[config.mk]
export PLATFORM = sky130hd
export DESIGN_NAME = omd_decoder
export DESIGN_NICKNAME = d
export VERILOG_FILES = /design/src/verilog/omd_decoder.v
export VERILOG_INCLUDE_DIRS = /design/src /design/src/verilog
export SDC_FILE = /design/constraint.sdc
export NUM_CORES = 1
export LEC_CHECK = 0
export ABC_CLOCK_PERIOD_IN_PS = 3000
export BUFFER_PORTS_ARGS = -buffer_cell sky130_fd_sc_hd__clkbuf_2
export CAP_MARGIN = 40
export CORE_ASPECT_RATIO = 1.1
export CORE_MARGIN = 3
export CORE_UTILIZATION = 49
export CTS_CLUSTER_DIAMETER = 50
export DETAILED_ROUTE_END_ITERATION = 10
export PLACE_DENSITY_LB_ADDON = 0.08
export SLEW_MARGIN = 25
export SYNTH_ARGS = -nofsm -noshare
export SYNTH_HDL_FRONTEND = slang
export SYNTH_HIERARCHICAL = 1
export SYNTH_SLANG_ARGS = --single-unit
[constraint.sdc]
create_clock -name clock_i -period 3 [get_ports clock_i]
set_input_delay 0.3 -clock clock_i [delete_from_list [all_inputs] [get_ports clock_i]]
set_output_delay 0.3 -clock clock_i [all_outputs]
set_load 0.005 [all_outputs]
[src/verilog/omd_regs.vh]
// Purpose: constants for the on-chip memory map decoder
// Assumes: 24-bit byte addresses, 100 MHz clock
// Notes: windows are given as base and last address, peripherals as a page, large RAM as base and span
`ifndef OMD_REGS_VH
`define OMD_REGS_VH
`define OMD_GLOBAL_EN_BIT 2
`define OMD_EN_FIRST_CAN 0
`define OMD_EN_SECOND_CAN 1
`define OMD_EN_SRAM 2
`define OMD_EN_LRAM 3
`define OMD_EN_RTC 4
`define OMD_EN_PWM 6
`define OMD_EN_ASC 7
`define OMD_EN_SSC 8
`define OMD_EN_I2C 9
`define OMD_EN_MISC 10
`define OMD_SRAM_LO 24'h00e000
`define OMD_SRAM_HI 24'h00e7ff
`define OMD_LRAM_BASE 24'h090000
`define OMD_LRAM_SIZE_BITS 14
`define OMD_LRAM_SPAN 24'h00ffff
`define OMD_PAGE_FIRST_CAN 16'h00ef
`define OMD_PAGE_SECOND_CAN 16'h00ee
`define OMD_PAGE_RTC 16'h00ed
`define OMD_PAGE_PWM 16'h00ec
`define OMD_PAGE_I2C 16'h00ea
`define OMD_PAGE_MISC 16'h00eb
`define OMD_PAGE_ASC 16'h00e9
`define OMD_PAGE_SSC 16'h00e8
`define OMD_SFR_LO 24'h00f000
`define OMD_SFR_HI 24'h00f3ff
`define OMD_FLASH_HI 24'h04ffff
`define OMD_FRSV_LO 24'h050000
`define OMD_FRSV_HI 24'h07ffff
`define OMD_FCTL_LO 24'h080000
`define OMD_FCTL_HI 24'h08ffff
`define OMD_LOW_SECT_HI 24'h007fff
`define OMD_SEG1_LO 24'h010000
`define OMD_SEG1_SECT_HI 24'h017fff
`define OMD_SECT4_LO 24'h018000
`define OMD_TEST_HI 24'h001fff
`define OMD_ACCESS_PS 62500
`define OMD_CLK_NS 10
`define OMD_WAIT_STATES 2'h2
`define OMD_CAN_SEG_LINES 4'h4
`define OMD_FULL_SEG_LINES 4'h8
`endif
[src/verilog/omd_decoder.v]
// Purpose: address decoder for the unified 16 MB space
// Assumes: one access request per cycle, addresses synchronous to clock_i
// Notes: selects and profile are registered, valid one cycle after the request
`timescale 1ns/100ps
`include "omd_regs.vh"
module omd_decoder #(
  parameter LRAM_BASE = `OMD_LRAM_BASE
) (
  input wire clock_i,
  input wire reset_i,
  input wire req_i,
  input wire [23:0] addr_i,
  input wire write_i,
  input wire fetch_i,
  input wire prog_op_i,
  input wire bootstrap_i,
  input wire segment_one_remap_i,
  input wire [15:0] system_config_reg_i,
  input wire [15:0] xbus_peripheral_enable_reg_i,
  output reg small_ext_ram_sel_o,
  output reg large_ext_ram_sel_o,
  output reg [13:0] large_ext_ram_addr_o,
  output reg first_can_sel_o,
  output reg second_can_sel_o,
  output reg rtc_sel_o,
  output reg pwm_sel_o,
  output reg asc_sel_o,
  output reg ssc_sel_o,
  output reg i2c_sel_o,
  output reg misc_sel_o,
  output reg sfr_sel_o,
  output reg flash_sector_sel_o,
  output reg [2:0] flash_sector_o,
  output reg test_sector_sel_o,
  output reg flash_ctrl_sel_o,
  output reg flash_reserved_sel_o,
  output reg external_sel_o,
  output reg [1:0] wait_states_o,
  output reg demux_addr_o,
  output reg word_only_o,
  output reg wide_fetch_o,
  output reg [3:0] seg_lines_o
);

  // ==================================================
  // Enables
  wire xbus_global_enable = system_config_reg_i[`OMD_GLOBAL_EN_BIT];
  wire [15:0] pe = xbus_peripheral_enable_reg_i & {16{xbus_global_enable}};
  wire small_ext_ram_enable = pe[`OMD_EN_SRAM];
  wire large_ext_ram_enable = pe[`OMD_EN_LRAM];
  wire first_can_enable = pe[`OMD_EN_FIRST_CAN];
  wire second_can_enable = pe[`OMD_EN_SECOND_CAN];

  // ==================================================
  // Address windows
  // Upper bits inside the large RAM region are ignored, so the image repeats
  localparam [23:0] LRAM_LAST = LRAM_BASE + `OMD_LRAM_SPAN;
  wire win_sram;
  wire win_lram;
  wire win_first_can;
  wire win_second_can;
  wire win_rtc;
  wire win_pwm;
  wire win_asc;
  wire win_ssc;
  wire win_i2c;
  wire win_misc;
  wire win_sfr;
  wire win_fctl;
  wire win_frsv;

  omd_window_hit #(
    .LO(`OMD_SRAM_LO),
    .HI(`OMD_SRAM_HI)
  ) i_sram_win (
    .addr_i(addr_i),
    .hit_o(win_sram)
  );

  omd_window_hit #(
    .LO(LRAM_BASE),
    .HI(LRAM_LAST)
  ) i_lram_win (
    .addr_i(addr_i),
    .hit_o(win_lram)
  );

  omd_window_hit #(
    .LO({`OMD_PAGE_FIRST_CAN, 8'h00}),
    .HI({`OMD_PAGE_FIRST_CAN, 8'hff})
  ) i_first_can_win (
    .addr_i(addr_i),
    .hit_o(win_first_can)
  );

  omd_window_hit #(
    .LO({`OMD_PAGE_SECOND_CAN, 8'h00}),
    .HI({`OMD_PAGE_SECOND_CAN, 8'hff})
  ) i_second_can_win (
    .addr_i(addr_i),
    .hit_o(win_second_can)
  );

  omd_window_hit #(
    .LO({`OMD_PAGE_RTC, 8'h00}),
    .HI({`OMD_PAGE_RTC, 8'hff})
  ) i_rtc_win (
    .addr_i(addr_i),
    .hit_o(win_rtc)
  );

  omd_window_hit #(
    .LO({`OMD_PAGE_PWM, 8'h00}),
    .HI({`OMD_PAGE_PWM, 8'hff})
  ) i_pwm_win (
    .addr_i(addr_i),
    .hit_o(win_pwm)
  );

  omd_window_hit #(
    .LO({`OMD_PAGE_ASC, 8'h00}),
    .HI({`OMD_PAGE_ASC, 8'hff})
  ) i_asc_win (
    .addr_i(addr_i),
    .hit_o(win_asc)
  );

  omd_window_hit #(
    .LO({`OMD_PAGE_SSC, 8'h00}),
    .HI({`OMD_PAGE_SSC, 8'hff})
  ) i_ssc_win (
    .addr_i(addr_i),
    .hit_o(win_ssc)
  );

  omd_window_hit #(
    .LO({`OMD_PAGE_I2C, 8'h00}),
    .HI({`OMD_PAGE_I2C, 8'hff})
  ) i_i2c_win (
    .addr_i(addr_i),
    .hit_o(win_i2c)
  );

  omd_window_hit #(
    .LO({`OMD_PAGE_MISC, 8'h00}),
    .HI({`OMD_PAGE_MISC, 8'hff})
  ) i_misc_win (
    .addr_i(addr_i),
    .hit_o(win_misc)
  );

  omd_window_hit #(
    .LO(`OMD_SFR_LO),
    .HI(`OMD_SFR_HI)
  ) i_sfr_win (
    .addr_i(addr_i),
    .hit_o(win_sfr)
  );

  omd_window_hit #(
    .LO(`OMD_FCTL_LO),
    .HI(`OMD_FCTL_HI)
  ) i_fctl_win (
    .addr_i(addr_i),
    .hit_o(win_fctl)
  );

  omd_window_hit #(
    .LO(`OMD_FRSV_LO),
    .HI(`OMD_FRSV_HI)
  ) i_frsv_win (
    .addr_i(addr_i),
    .hit_o(win_frsv)
  );

  // ==================================================
  // Window hits
  // A disabled unit claims nothing, so its window falls through to external
  wire hit_sram = small_ext_ram_enable && win_sram;
  wire hit_lram = large_ext_ram_enable && win_lram;
  wire hit_first_can = first_can_enable && win_first_can;
  wire hit_second_can = second_can_enable && win_second_can;
  wire hit_rtc = pe[`OMD_EN_RTC] && win_rtc;
  wire hit_pwm = pe[`OMD_EN_PWM] && win_pwm;
  wire hit_asc = pe[`OMD_EN_ASC] && win_asc;
  wire hit_ssc = pe[`OMD_EN_SSC] && win_ssc;
  wire hit_i2c = pe[`OMD_EN_I2C] && win_i2c;
  wire hit_misc = pe[`OMD_EN_MISC] && win_misc;
  wire hit_per = hit_first_can | hit_second_can | hit_rtc | hit_pwm | hit_asc | hit_ssc
    | hit_i2c | hit_misc;
  wire hit_sfr = win_sfr;

  // ==================================================
  // Flash mapping
  // Segment-one map applies to program/erase, remap bit, and all bootstrap
  // writes; bootstrap reads follow the remap bit and program/erase only.
  wire seg1_map = prog_op_i || segment_one_remap_i
    || (bootstrap_i && write_i);
  reg f_sect_hit;
  reg f_test_hit;
  reg [2:0] f_sect;
  always @* begin
    f_sect_hit = 1'b0;
    f_test_hit = 1'b0;
    f_sect = 3'h0;
    if (addr_i <= `OMD_FLASH_HI) begin
      if (addr_i >= `OMD_SECT4_LO) begin
        f_sect_hit = 1'b1;
        f_sect = (addr_i[23:16] == 8'h01) ? 3'h4 : addr_i[18:16] + 3'h3;
      end else if (seg1_map) begin
        if (addr_i >= `OMD_SEG1_LO && addr_i <= `OMD_SEG1_SECT_HI) begin
          f_sect_hit = 1'b1;
          f_sect = {1'b0, addr_i[14:13]};
        end else if (addr_i <= `OMD_TEST_HI) begin
          f_test_hit = 1'b1;
        end
      end else if (addr_i <= `OMD_LOW_SECT_HI) begin
        f_sect_hit = 1'b1;
        f_sect = {1'b0, addr_i[14:13]};
      end
    end
    // Bootstrap: test sector fetched at zero, user flash never fetched
    if (bootstrap_i && fetch_i) begin
      f_sect_hit = 1'b0;
      f_test_hit = addr_i <= `OMD_TEST_HI;
    end
    // Test sector is invisible outside bootstrap mode
    if (!bootstrap_i) begin
      f_test_hit = 1'b0;
    end
  end
  wire hit_fctl = win_fctl;
  wire hit_frsv = win_frsv;
  wire hit_any = hit_sram | hit_lram | hit_per | hit_sfr | f_sect_hit | f_test_hit
    | hit_fctl | hit_frsv;

  // ==================================================
  // Registered outputs
  always @(posedge clock_i) begin
    if (reset_i) begin
      small_ext_ram_sel_o <= 1'b0;
      large_ext_ram_sel_o <= 1'b0;
      large_ext_ram_addr_o <= 14'h0000;
      first_can_sel_o <= 1'b0;
      second_can_sel_o <= 1'b0;
      rtc_sel_o <= 1'b0;
      pwm_sel_o <= 1'b0;
      asc_sel_o <= 1'b0;
      ssc_sel_o <= 1'b0;
      i2c_sel_o <= 1'b0;
      misc_sel_o <= 1'b0;
      sfr_sel_o <= 1'b0;
      flash_sector_sel_o <= 1'b0;
      flash_sector_o <= 3'h0;
      test_sector_sel_o <= 1'b0;
      flash_ctrl_sel_o <= 1'b0;
      flash_reserved_sel_o <= 1'b0;
      external_sel_o <= 1'b0;
      wait_states_o <= 2'h0;
      demux_addr_o <= 1'b0;
      word_only_o <= 1'b0;
      wide_fetch_o <= 1'b0;
      seg_lines_o <= `OMD_FULL_SEG_LINES;
    end else begin
      // Windows are disjoint, so at most one select is high
      small_ext_ram_sel_o <= req_i && hit_sram;
      large_ext_ram_sel_o <= req_i && hit_lram;
      large_ext_ram_addr_o <= addr_i[13:0];
      first_can_sel_o <= req_i && hit_first_can;
      second_can_sel_o <= req_i && hit_second_can;
      rtc_sel_o <= req_i && hit_rtc;
      pwm_sel_o <= req_i && hit_pwm;
      asc_sel_o <= req_i && hit_asc;
      ssc_sel_o <= req_i && hit_ssc;
      i2c_sel_o <= req_i && hit_i2c;
      misc_sel_o <= req_i && hit_misc;
      sfr_sel_o <= req_i && hit_sfr;
      flash_sector_sel_o <= req_i && f_sect_hit;
      flash_sector_o <= f_sect;
      test_sector_sel_o <= req_i && f_test_hit;
      flash_ctrl_sel_o <= req_i && hit_fctl;
      flash_reserved_sel_o <= req_i && hit_frsv;
      external_sel_o <= req_i && !hit_any;
      wait_states_o <= (req_i && hit_per) ? `OMD_WAIT_STATES : 2'h0;
      demux_addr_o <= req_i && (hit_per | hit_sram | hit_lram);
      // Word-only windows; byte access there is the requester's fault
      word_only_o <= req_i && (hit_per | hit_sfr);
      wide_fetch_o <= req_i && fetch_i && (f_sect_hit | f_test_hit);
      seg_lines_o <= (first_can_enable | second_can_enable) ?
        `OMD_CAN_SEG_LINES : `OMD_FULL_SEG_LINES;
    end
  end

endmodule // omd_decoder

// ==================================================
// Inclusive address window compare, shared by every on-chip target except the flash and test sectors
module omd_window_hit #(
  parameter [23:0] LO = 24'h000000,
  parameter [23:0] HI = 24'h000000
) (
  input wire [23:0] addr_i,
  output wire hit_o
);

  assign hit_o = (addr_i >= LO) && (addr_i <= HI);

endmodule // omd_window_hit

# Yosys cells after proc, flatten, opt, wreduce, memory -nomap -nowiden
# Index checks and enable logic that the tools add are counted.
totals:
  output_inout_bits: 42
  word_cells: 149
  regBits: 42
  input_bits: 64
classes:
  order_cmp: 32
  n_reduce_logical: 51
  eq_ne: 1
  n_addsub: 1
  bitwise: 21
  mux: 20
ops:
  columns: ["cell", "n"]
  rows:
  - ["$ge A24 B16 Y1 const B", 10]
  - ["$le A24 B16 Y1 const B", 10]
  - ["$ge A24 B17 Y1 const B", 2]
  - ["$ge A24 B20 Y1 const B", 2]
  - ["$le A24 B19 Y1 const B", 2]
  - ["$le A24 B20 Y1 const B", 2]
  - ["$logic_and A1 B1 Y1", 47]
  - ["$ge A24 B19 Y1 const B", 1]
  - ["$le A24 B13 Y1 const B", 1]
  - ["$le A24 B15 Y1 const B", 1]
  - ["$le A24 B17 Y1 const B", 1]
  - ["$or A1 B1 Y1", 19]
  - ["$mux W1", 13]
  - ["$and A11 B11 Y11", 1]
  - ["$mux W3", 3]
  - ["$eq A8 B1 Y1 const B", 1]
  - ["$mux W2", 3]
  - ["$mux W4", 1]
  - ["$add A3 B2 Y3 const B", 1]
  - ["$logic_or A1 B1 Y1", 2]
  - ["$reduce_or A2 Y1", 1]
  - ["$logic_not A1 Y1", 1]
  - ["$not A1 Y1", 1]

# Depth between registers and ports, before layout
# Gate-level depths: netlist of the first run.
logic_depth:
  ltp_word: 18
  mapped_depth: 8
  mapped_depth_nobuf: 8

# By module
# The synthesis of the first run kept the hierarchy.
modules_own_cells:
  columns: ["mod", "cells_per_inst", "area_each_um2", "n_inst"]
  rows:
  - ["omd_decoder", 160, 1497.7, 1]
  - ["omd_window_hit at i_misc_win ...", 5, 47.5, 2]
  - ["omd_window_hit at i_i2c_win", 10, 81.3, 1]
  - ["omd_window_hit at i_second_can_win", 10, 71.3, 1]
  - ["omd_window_hit at i_first_can_win", 5, 51.3, 1]
  - ["omd_window_hit at i_rtc_win", 5, 50.0, 1]
  - ["omd_window_hit at i_asc_win", 5, 48.8, 1]
  - ["omd_window_hit at i_ssc_win", 5, 46.3, 1]
  - ["omd_window_hit at i_sfr_win", 5, 43.8, 1]
  - ["omd_window_hit at i_sram_win", 5, 42.5, 1]
  - ["omd_window_hit at i_frsv_win", 3, 26.3, 1]
  - ["omd_window_hit at i_lram_win", 3, 22.5, 1]
  - ["omd_window_hit at i_fctl_win", 3, 20.0, 1]

# Worst setup path after synthesis of the first run
# OpenSTA, ideal clock, no wires.
synth_path:
  path_type: "in2reg"
  from: "in addr_i[17]"
  to: "reg external_sel_o"
  path_slack_ns: 1.261
  t_required_ns: 2.884
  t_arrival_ns: 1.622
  setup_time_ns: 0.116
  cell_stages: 7
  path_cell_list: "inv_1 > ha_1 > nand4_1 > nor4_1 > and4bb_2 > o211ai_2 > o211a_1"
synth_between:
  elab_chain_len: 18
  elab_cells_between_ends: 85
  cone_classes: "order compare (32); mux (13); bitwise (14); reduce/logical (26)"
synth_rtl:
  columns: ["element", "line", "rtl"]
  rows:
  - ["start: declaration", "omd_decoder.v:12", "input wire [23:0] addr_i,"]
  - ["$ge A24 B16 Y1 / $le A24 B16 Y1 (equally long branches)", "omd_decoder.v:306", "assign hit_o = (addr_i >= LO) && (addr_i <= HI);"]
  - ["$logic_and A1 B1 Y1", "omd_decoder.v:306", null]
  - ["$logic_and A1 B1 Y1 (on tied branches)", "omd_decoder.v:181, omd_decoder.v:182", null]
  - ["$or A1 B1 Y1 (5 in a row)", "omd_decoder.v:189", "wire hit_per = hit_first_can | hit_second_can | hit_rtc | hit_pwm | hit_asc | hit_ssc"]
  - ["$or A1 B1 Y1 (2 in a row)", "omd_decoder.v:190", "| hit_i2c | hit_misc;"]
  - ["$or A1 B1 Y1 (4 in a row)", "omd_decoder.v:234", "wire hit_any = hit_sram | hit_lram | hit_per | hit_sfr | f_sect_hit | f_test_hit"]
  - ["$or A1 B1 Y1", "omd_decoder.v:235", "| hit_fctl | hit_frsv;"]
  - ["$or A1 B1 Y1 (*)", "omd_decoder.v:235", null]
  - ["$logic_not A1 Y1 (*)", "omd_decoder.v:283", "external_sel_o <= req_i && !hit_any;"]
  - ["$logic_and A1 B1 Y1 (*)", "omd_decoder.v:283", null]
  - ["end signal: assignment", "omd_decoder.v:283", null]
  - ["end: declaration", "omd_decoder.v:37", "output reg external_sel_o,"]
# Every way passes the cells marked *; elsewhere a longest branch is shown, timed or not.
# A chain may end at the register's enable or synchronous reset.

# Worst setup path in the final report of the first run
# Same ends and word-level chain as after synthesis.

==> flow_summary.yaml, run 1 <==
logic_synthesis:
  yosys-top-cells-area: "dfxtp_1 37%, nor2b_1 5.1%, nand2_1 3.9%"
  avgSynthCellArea_sq_um: 9.157
  synth-edff-count: 0
  ys_seq_elements: 39
  synth_sequential_area_ratio_pct: 37.23
  async_reset_ff_share_pct: 0
  synth.top_cell.area_share_pct: 37.23
  synth_common_cells: "39 x dfxtp_1, 22 x nand2_1, 22 x nor2_1, 17 x nor2b_1"
  synth_most_common_cell: "dfxtp_1"
  yosys.area.top_type: "dfxtp_1"
  syn_area_sq_mm: 0.002097
  synth_cell_types: 46
  syn_inst: 229
  ys.flop_type: "dfxtp_1"
  yosys_warnings: 6
cells_and_area:
  largest_registers: "large_ext_ram_addr_o: 14 flops, flash_sector_o: 3 flops, seg_lines_o: 2 flops"
  regMostFlops: "large_ext_ram_addr_o"
  layout.nets: 383
  fillers: 386
  drive_above_1_share_pct: 33.23
  antenna_cells: 0
  largest_register_ffs: 14
  fin_util_pct: 65.68
  area_delta_synth_final_pct: 26.97
  fin_cells: 368
pwr:
  powerDensity_mw_per_mm2: 415.8
  peakVddDrop_mv: 0.2115
  p_leak_nw: 1.110
worst_hold_path:
  hold_class: "in -> reg"
sta:
  hold_viol: 0
  setup_tns_ns: 0
  hold-worst-slack_ns: 0.2300
  min_period_ns: 1.955
  worst_slew_pin_slew_ns: 0.5927
  fin_crit_sh_pct: 65.18
  grt_setup_unrepaired: "no"
  timing.slew.headroom_pct: 60.13
  fmax_mhz: 511.4
  setup_viol: 0
  slew_violations: 0
floorplan:
  core_area_sq_mm: 0.004054
  die_w_um: 68.38
  dieArea_sq_mm: 0.005101
  initial_core_util_pct: 51.73
  pin_count: 106
  rows: 24
  chipHeight_um: 74.61
cts:
  h-tree-depth: 2
  clock_sinks: 39
  postCtsHoldBufs: 0
  cts_resized: 0
  cts_root_buf: "clkbuf_8"
  cts_tree: "built"
  cts_setup_buffers: 0
  cts_buffer_depth: 2
  cts_buffers: 5
  path_clk_slew_ns: 0.07
global_route:
  grtUsageTotal_pct: 23.14
  grt_pass1_vias: 1918
  antenna_found_initial: 0
  grt_max_degree: 20
  grt_pass1_wl_um: 9032
  grt_overflow: 0
routing:
  drc: 0
  wirelength_um: 5625
  dr.first_iter.drc_count: 256
  dr.pass1.iters: 4
  postRouteAntennaNets: 0
  routed_via_density: 5.796
  num_vias: 2133
  wl_per_cell_um: 15.29
critical_path:
  cp_slowest_cell: "nor4_1"
  crit_family: "simple AND/OR/NAND/NOR gates"
  cp.arrival_ns: 2.14
  crit_chain: "clkbuf_2 > inv_1 > ha_1 > nand4_1 > nor4_1 > and4bb_2 > o211ai_2 > o211a_1"
  critPathMaxStageDelay_ns: 0.57
  crit_path_end_kind: "flop"
  critPathMaxFanout: 4
  crit_path_start_kind: "input port"
  worstSetupPathType: "in -> reg"
  cp_num_buf_inv: 2
  worstPathRequired_ns: 3.18
status:
  status: "finished clean"
job:
  maxCapViolCount: 0
place:
  place_congestion: 0.8777
  numPortBuffers: 81
  dp_hpwl_um: 4004
  dp.cells: 361
-- path summary, 6_finish.rpt --
kind / start / end / depth (start not counted)
worst min-delay path: xbus_peripheral_enable_reg_i[6] / pwm_sel_o / 3
worst max-delay path: addr_i[17] / external_sel_o / 8
-- cells by family after synthesis --
logic type               after synthesis  share of synthesized area [%]
AO/OA/AOI/OAI                         23                          9.069
other                                  1                         0.1788
flip-flops                            39                          37.23
adder cells (fa/ha/maj)                3                          1.790
buffers and inverters                 11                          2.506
AND/OR/NAND/NOR                      152                          49.22
-- power breakdown --
part | internal [mW] | leakage [nW] | total [mW] | switching (mW)
Clock | 0.244 | 0.0513 | 0.414 | 0.170
Combinational | 0.0628 | 0.740 | 0.161 | 0.0979
Sequential | 0.530 | 0.319 | 0.533 | 0.00279
Total | 0.836 | 1.11 | 1.11 | 0.271
-- routing by layer --
layer,share of wire [%],global-route usage (%),wire (um),vias up
li1,-,-,-,1061
met1,46,32.20,2566,971
met2,45,35.12,2557,91
met3,7.3,4.776,413,10
met4,1.5,8.830,87,0
met5,0,0,0,-
-- per-stage QoR --
step,setup WS [ns],area (sq um),power (mW)
after CTS,1.072,2663,1.115
after global placement,0.7773,2560,0.7022
after floorplan,1.261,2105,0.6078
after detailed placement,0.7729,2560,0.7028
after global routing,0.8879,2663,1.159
final,1.045,2663,1.107
-- cell usage in the layout (no fill, tap or decap), drive strengths merged, types with 4 or more instances in the layout --
| cell | n |
|---|---|
| nor3 | 10 |
| nor4b | 8 |
| nand4 | 8 |
| or4 | 9 |
| nand4b | 6 |
| nand4bb | 6 |
| nor4 | 17 |
| or4b | 4 |
| nor2b | 17 |
| nor2 | 22 |
| and2 | 5 |
| dfxtp | 39 |
| inv | 6 |
| nand2 | 22 |
| clkbuf | 87 |
-- final cells by class --
type / instances / area [sq um] / share of cell area (%)
Inverter: 6 / 22.52 / 0.8459
Clock inverter: 1 / 30.03 / 1.128
Multi-Input combinational cell: 181 / 1271 / 47.74
Clock buffer: 6 / 72.57 / 2.726
Tap cell: 52 / 65.06 / 2.444
Sequential cell: 39 / 780.7 / 29.32
Timing Repair Buffer: 83 / 420.4 / 15.79
Note: power is estimated with default switching activity, not from simulation.
==> run 2: changes to the inputs <==
--- a/config.mk
+++ b/config.mk
@@ -6,12 +6,12 @@
 export SDC_FILE = /design/constraint.sdc
 export NUM_CORES = 1
 export LEC_CHECK = 0
-export ABC_CLOCK_PERIOD_IN_PS = 3000
+export ABC_CLOCK_PERIOD_IN_PS = 2000
 export BUFFER_PORTS_ARGS = -buffer_cell sky130_fd_sc_hd__clkbuf_2
 export CAP_MARGIN = 40
 export CORE_ASPECT_RATIO = 1.1
 export CORE_MARGIN = 3
-export CORE_UTILIZATION = 49
+export CORE_UTILIZATION = 46
 export CTS_CLUSTER_DIAMETER = 50
 export DETAILED_ROUTE_END_ITERATION = 10
 export PLACE_DENSITY_LB_ADDON = 0.08
==> constraint.sdc (replaced) <==
create_clock -name clock_i -period 2 [get_ports clock_i]
set_input_delay 0.2 -clock clock_i [delete_from_list [all_inputs] [get_ports clock_i]]
set_output_delay 0.2 -clock clock_i [all_outputs]
set_load 0.005 [all_outputs]
==> run 2 against run 1 <==
Critical path type unchanged. Non-clock buffer count rose by 24. Clock power rose by 42%. Design area rose by 6.9%. First-iteration DRC count fell by 54%. Worst hold slack got worse by 0.11 ns. Die area rose by 6.0%. Critical endpoint unchanged.
==> flow_summary.yaml, run 2 (synthesis results as in run 1) <==
place:
  numPortBuffers: 81
  dp.cells: 387
  place_congestion: 0.9545
  dp_hpwl_um: 4722
sta:
  hold_viol: 0
  slew_violations: 0
  min_period_ns: 1.698
  grt_setup_unrepaired: "no"
  setup_tns_ns: 0
  setup_viol: 0
  fin_crit_sh_pct: 84.89
  fmax_mhz: 589.0
critical_path:
  worstSetupPathType: "in -> reg"
  critPathMaxFanout: 9
  startpoint: "addr_i[20]"
  cp.arrival_ns: 1.89
  crit_path_end_kind: "flop"
  crit_path_end: "external_sel_o"
  worstPathRequired_ns: 2.19
  crit_path_start_kind: "input port"
cells_and_area:
  ff_latch_area_sq_um: 780.7
  area_delta_synth_final_pct: 35.74
  largest_registers: "large_ext_ram_addr_o: 14 flops, flash_sector_o: 3 flops, seg_lines_o: 2 flops"
  mostFrequentLayoutCell: "clkbuf_2"
  layout.nets: 407
  drive_above_1_share_pct: 38.42
  layout_common_cells: "81 x clkbuf_2, 39 x dfxtp_1, 26 x buf_4"
  regMostFlops: "large_ext_ram_addr_o"
  multi_input_area_sq_mm: 0.001271
  fin_cells: 395
  fillers: 371
  antenna_cells: 0
  largest_register_ffs: 14
global_route:
  grt_overflow: 0
  grt_max_degree: 18
  antenna_found_initial: 0
  grt_pass1_vias: 2214
  grt_pass1_wl_um: 9887
  grtUsageTotal_pct: 22.38
cts:
  path_clk_slew_ns: 0.07
  h-tree-depth: 2
  cts_tree: "built"
  cts_resized: 0
  cts_buffer_depth: 2
  cts_root_buf: "clkbuf_8"
  postCtsHoldBufs: 0
  clock_sinks: 39
  cts_buffers: 5
  cts_setup_buffers: 0
routing:
  wl_per_cell_um: 15.05
  dr.pass1.iters: 4
  dr.first_iter.drc_count: 119
  drc: 0
  routed_via_density: 5.625
  postRouteAntennaNets: 0
  num_vias: 2222
  wirelength_um: 5944
floorplan:
  core_area_sq_mm: 0.004348
  dieArea_sq_mm: 0.005406
  die_w_um: 70.38
  rows: 25
  chipHeight_um: 76.82
  initial_core_util_pct: 48.23
  pin_count: 106
worst_hold_path:
  hold_class: "in -> reg"
pwr:
  peakVddDrop_mv: 0.3725
  p_leak_nw: 1.226
  powerDensity_mw_per_mm2: 582.0
job:
  maxCapViolCount: 0
status:
  status: "finished clean"
run 2: cell types whose count changed in the layout (fill, tap and decap cells not counted):
| cell | before | now |
|---|---|---|
| clkbuf_1 | 1 | 0 |
| buf_4 | 2 | 26 |
| bufinv_16 | 1 | 0 |
| clkbuf_8 | 5 | 7 |
| clkinvlp_4 | 0 | 1 |
run 2: stage by stage:
| stage | power (mW) | util (%) | hold slack, ns | worst slack, ns | instance area, sq um |
|---|---|---|---|---|---|
| 2_1_floorplan | 0.9117 | - | 0.3139 | 0.3613 | 2105 |
| 3_3_place_gp | 1.083 | 63.08 | 0.4386 | 0.04617 | 2743 |
| 3_5_place_dp | 1.086 | 63.08 | 0.4322 | 0.01380 | 2743 |
| 4_1_cts | 1.671 | 65.47 | 0.1194 | 0.3219 | 2846 |
| 5_1_grt | 1.738 | 65.47 | 0.1351 | 0.1581 | 2846 |
| 6_report | 1.657 | 65.47 | 0.1229 | 0.3021 | 2846 |
run 2: power breakdown:
part | switching, mW | internal [mW]
combinational | 0.151 | 0.120
sequential | 0.00407 | 0.795
clock | 0.273 | 0.313
run 2: area by class of cell:
class | count | share of cell area, %
multi-input combinational | 181 | 44.66
sequential | 39 | 27.43
timing repair buffer | 107 | 21.10
clock buffer | 7 | 3.385
tap | 54 | 2.374
inverter | 6 | 0.7912
clock inverter | 1 | 0.2637
run 2: worst min-delay path by stage:
stage | start | endpoint | cells after the start
floorplan | system_config_reg_i[2] | seg_lines_o[3] | 1
global placement | xbus_peripheral_enable_reg_i[6] | pwm_sel_o | 3
detailed placement | xbus_peripheral_enable_reg_i[3] | large_ext_ram_sel_o | 3
CTS | xbus_peripheral_enable_reg_i[3] | large_ext_ram_sel_o | 3
global route | xbus_peripheral_enable_reg_i[3] | large_ext_ram_sel_o | 3
finish | xbus_peripheral_enable_reg_i[3] | large_ext_ram_sel_o | 3
run 2: layer usage:
layer / global-route usage [%] / up-vias / wire length, um
li1: - / 1102 / -
met2: 37.92 / 85 / 2897
met1: 26.46 / 1025 / 2513
met3: 4.456 / 10 / 406
met5: 0 / - / 0
met4: 11.30 / 0 / 127
run 2: critical path, stage by stage:
cell	delay (ns)
clkbuf_2	0.16
buf_4	0.19
or3_4	0.39
nor4_1	0.32
a31o_2	0.24
o211ai_2	0.14
o211a_1	0.25
==> run 3: changes to the inputs <==
--- a/config.mk
+++ b/config.mk
@@ -6,7 +6,7 @@
 export SDC_FILE = /design/constraint.sdc
 export NUM_CORES = 1
 export LEC_CHECK = 0
-export ABC_CLOCK_PERIOD_IN_PS = 2000
+export ABC_CLOCK_PERIOD_IN_PS = 1800
 export BUFFER_PORTS_ARGS = -buffer_cell sky130_fd_sc_hd__clkbuf_2
 export CAP_MARGIN = 40
 export CORE_ASPECT_RATIO = 1.1
==> constraint.sdc (replaced) <==
create_clock -name clock_i -period 1.8 [get_ports clock_i]
set_input_delay 0.18 -clock clock_i [delete_from_list [all_inputs] [get_ports clock_i]]
set_output_delay 0.18 -clock clock_i [all_outputs]
set_load 0.005 [all_outputs]
==> run 3 against run 2 <==
Global-route usage increased by 1.2 points. Worst setup slack got worse by 0.17 ns. Sequential power increased by 11%.
==> flow_summary.yaml, run 3 (synthesis results as in run 1) <==
status:
  status: "finished clean"
critical_path:
  crit_chain: "clkbuf_2 > buf_4 > a221oi_1 > o2111a_1 > nand2_1 > nand4_1 > o31ai_1 > and3_1 > o211a_1"
  critPathMaxStageDelay_ns: 0.43
  crit_path_end_kind: "flop"
  worstSetupPathType: "in -> reg"
  cp_slowest_cell: "o31ai_1"
  critPathMaxFanout: 7
  cp_num_buf_inv: 2
  cp.arrival_ns: 1.90
  crit_family: "compound AO/OA/AOI/OAI gates"
  crit_path_start_kind: "input port"
  worstPathRequired_ns: 2.04
floorplan:
  initial_core_util_pct: 48.23
  dieArea_sq_mm: 0.005406
  die_w_um: 70.38
  chipHeight_um: 76.82
  pin_count: 106
  core_area_sq_mm: 0.004348
  rows: 25
sta:
  slew_violations: 0
  fmax_mhz: 601.3
  fin_crit_sh_pct: 92.39
  hold_viol: 0
  min_period_ns: 1.663
  grt_setup_unrepaired: "no"
  setup_viol: 0
  setup_tns_ns: 0
  hold-worst-slack_ns: 0.1148
routing:
  postRouteAntennaNets: 0
  wirelength_um: 6249
  drc: 0
  route.met2.wl_um: 3118
  dr.first_iter.drc_count: 127
  num_vias: 2273
  met3_length_um: 350
  met1Wirelength_um: 2676
  top_layer_used: "met4"
  dr.pass1.iters: 4
  routed_via_density: 5.336
  wl_per_cell_um: 14.67
global_route:
  grt_max_degree: 18
  grt_pass1_wl_um: 10260
  grtUsageTotal_pct: 23.56
  antenna_found_initial: 0
  grt_pass1_vias: 2246
  grt_overflow: 0
cells_and_area:
  fillers: 366
  ff_latch_area_sq_um: 780.7
  area_delta_synth_final_pct: 47.14
  layout.nets: 438
  fin_area_sq_mm: 0.003085
  layout_common_cells: "81 x clkbuf_2, 57 x buf_4, 39 x dfxtp_1"
  mostFrequentLayoutCell: "clkbuf_2"
  antenna_cells: 0
  largest_register_ffs: 14
  largest_registers: "large_ext_ram_addr_o: 14 flops, flash_sector_o: 3 flops, seg_lines_o: 2 flops"
  drive_above_1_share_pct: 44.09
  fin_cells: 426
  regMostFlops: "large_ext_ram_addr_o"
  multi_input_area_sq_mm: 0.001277
cts:
  h-tree-depth: 2
  cts_buffers: 5
  clock_sinks: 39
  cts_setup_buffers: 0
  cts_buffer_depth: 2
  cts_tree: "built"
  path_clk_slew_ns: 0.07
  cts_root_buf: "clkbuf_8"
pwr:
  peakVddDrop_mv: 0.3509
  p_leak_nw: 1.372
  powerDensity_mw_per_mm2: 609.1
place:
  place_congestion: 0.9227
  dp_hpwl_um: 5029
  dpl_cell_area_sq_mm: 0.002975
  numPortBuffers: 81
  dp.cells: 418
worst_hold_path:
  hold_class: "in -> reg"
job:
  maxCapViolCount: 0
[run 3: cell type report]
| type | instances | area share [%] |
|---|---|---|
| Multi-Input combinational cell | 181 | 41.40 |
| Timing Repair Buffer | 138 | 27.01 |
| Sequential cell | 39 | 25.30 |
| Clock buffer | 7 | 3.122 |
| Tap cell | 54 | 2.190 |
| Inverter | 6 | 0.7299 |
| Clock inverter | 1 | 0.2433 |
[run 3: worst min-delay path, cell delays in order]
cell      delay, ns
clkbuf_2       0.08
nand2_1        0.06
nor2_1         0.04
[run 3: per-layer routing]
layer  track usage [%]  vias up
li1                  -     1167
met1             28.35     1018
met2             41.20       80
met3             4.063        8
met4             9.004        0
met5                 0        -
[run 3: power breakdown]
part / internal, mW / switching [mW]
logic: 0.165 / 0.178
registers: 0.883 / 0.00437
clock network: 0.348 / 0.301
total: 1.40 / 0.483
[run 3: metrics by stage]
step,total power [mW],utilization (%),worst slack [ns]
after floorplan,1.013,-,0.1813
after global placement,1.243,68.43,-0.1221
after detailed placement,1.247,68.43,-0.1806
after CTS,1.896,70.82,0.1220
after global routing,1.965,70.96,0.01893
final,1.879,70.96,0.1370
[run 3: timing repair]
| action | 4_1_cts | 5_1_grt |
|---|---|---|
| setup endpoints to repair | 0 | 1 |
| resized for setup | 0 | 2 |
| hold buffers | 0 | 0 |
[run 3: path summary, 6_finish.rpt]
| check | to | from | cells past startpoint |
|---|---|---|---|
| max | external_sel_o | addr_i[8] | 9 |
| min | large_ext_ram_sel_o | xbus_peripheral_enable_reg_i[3] | 3 |
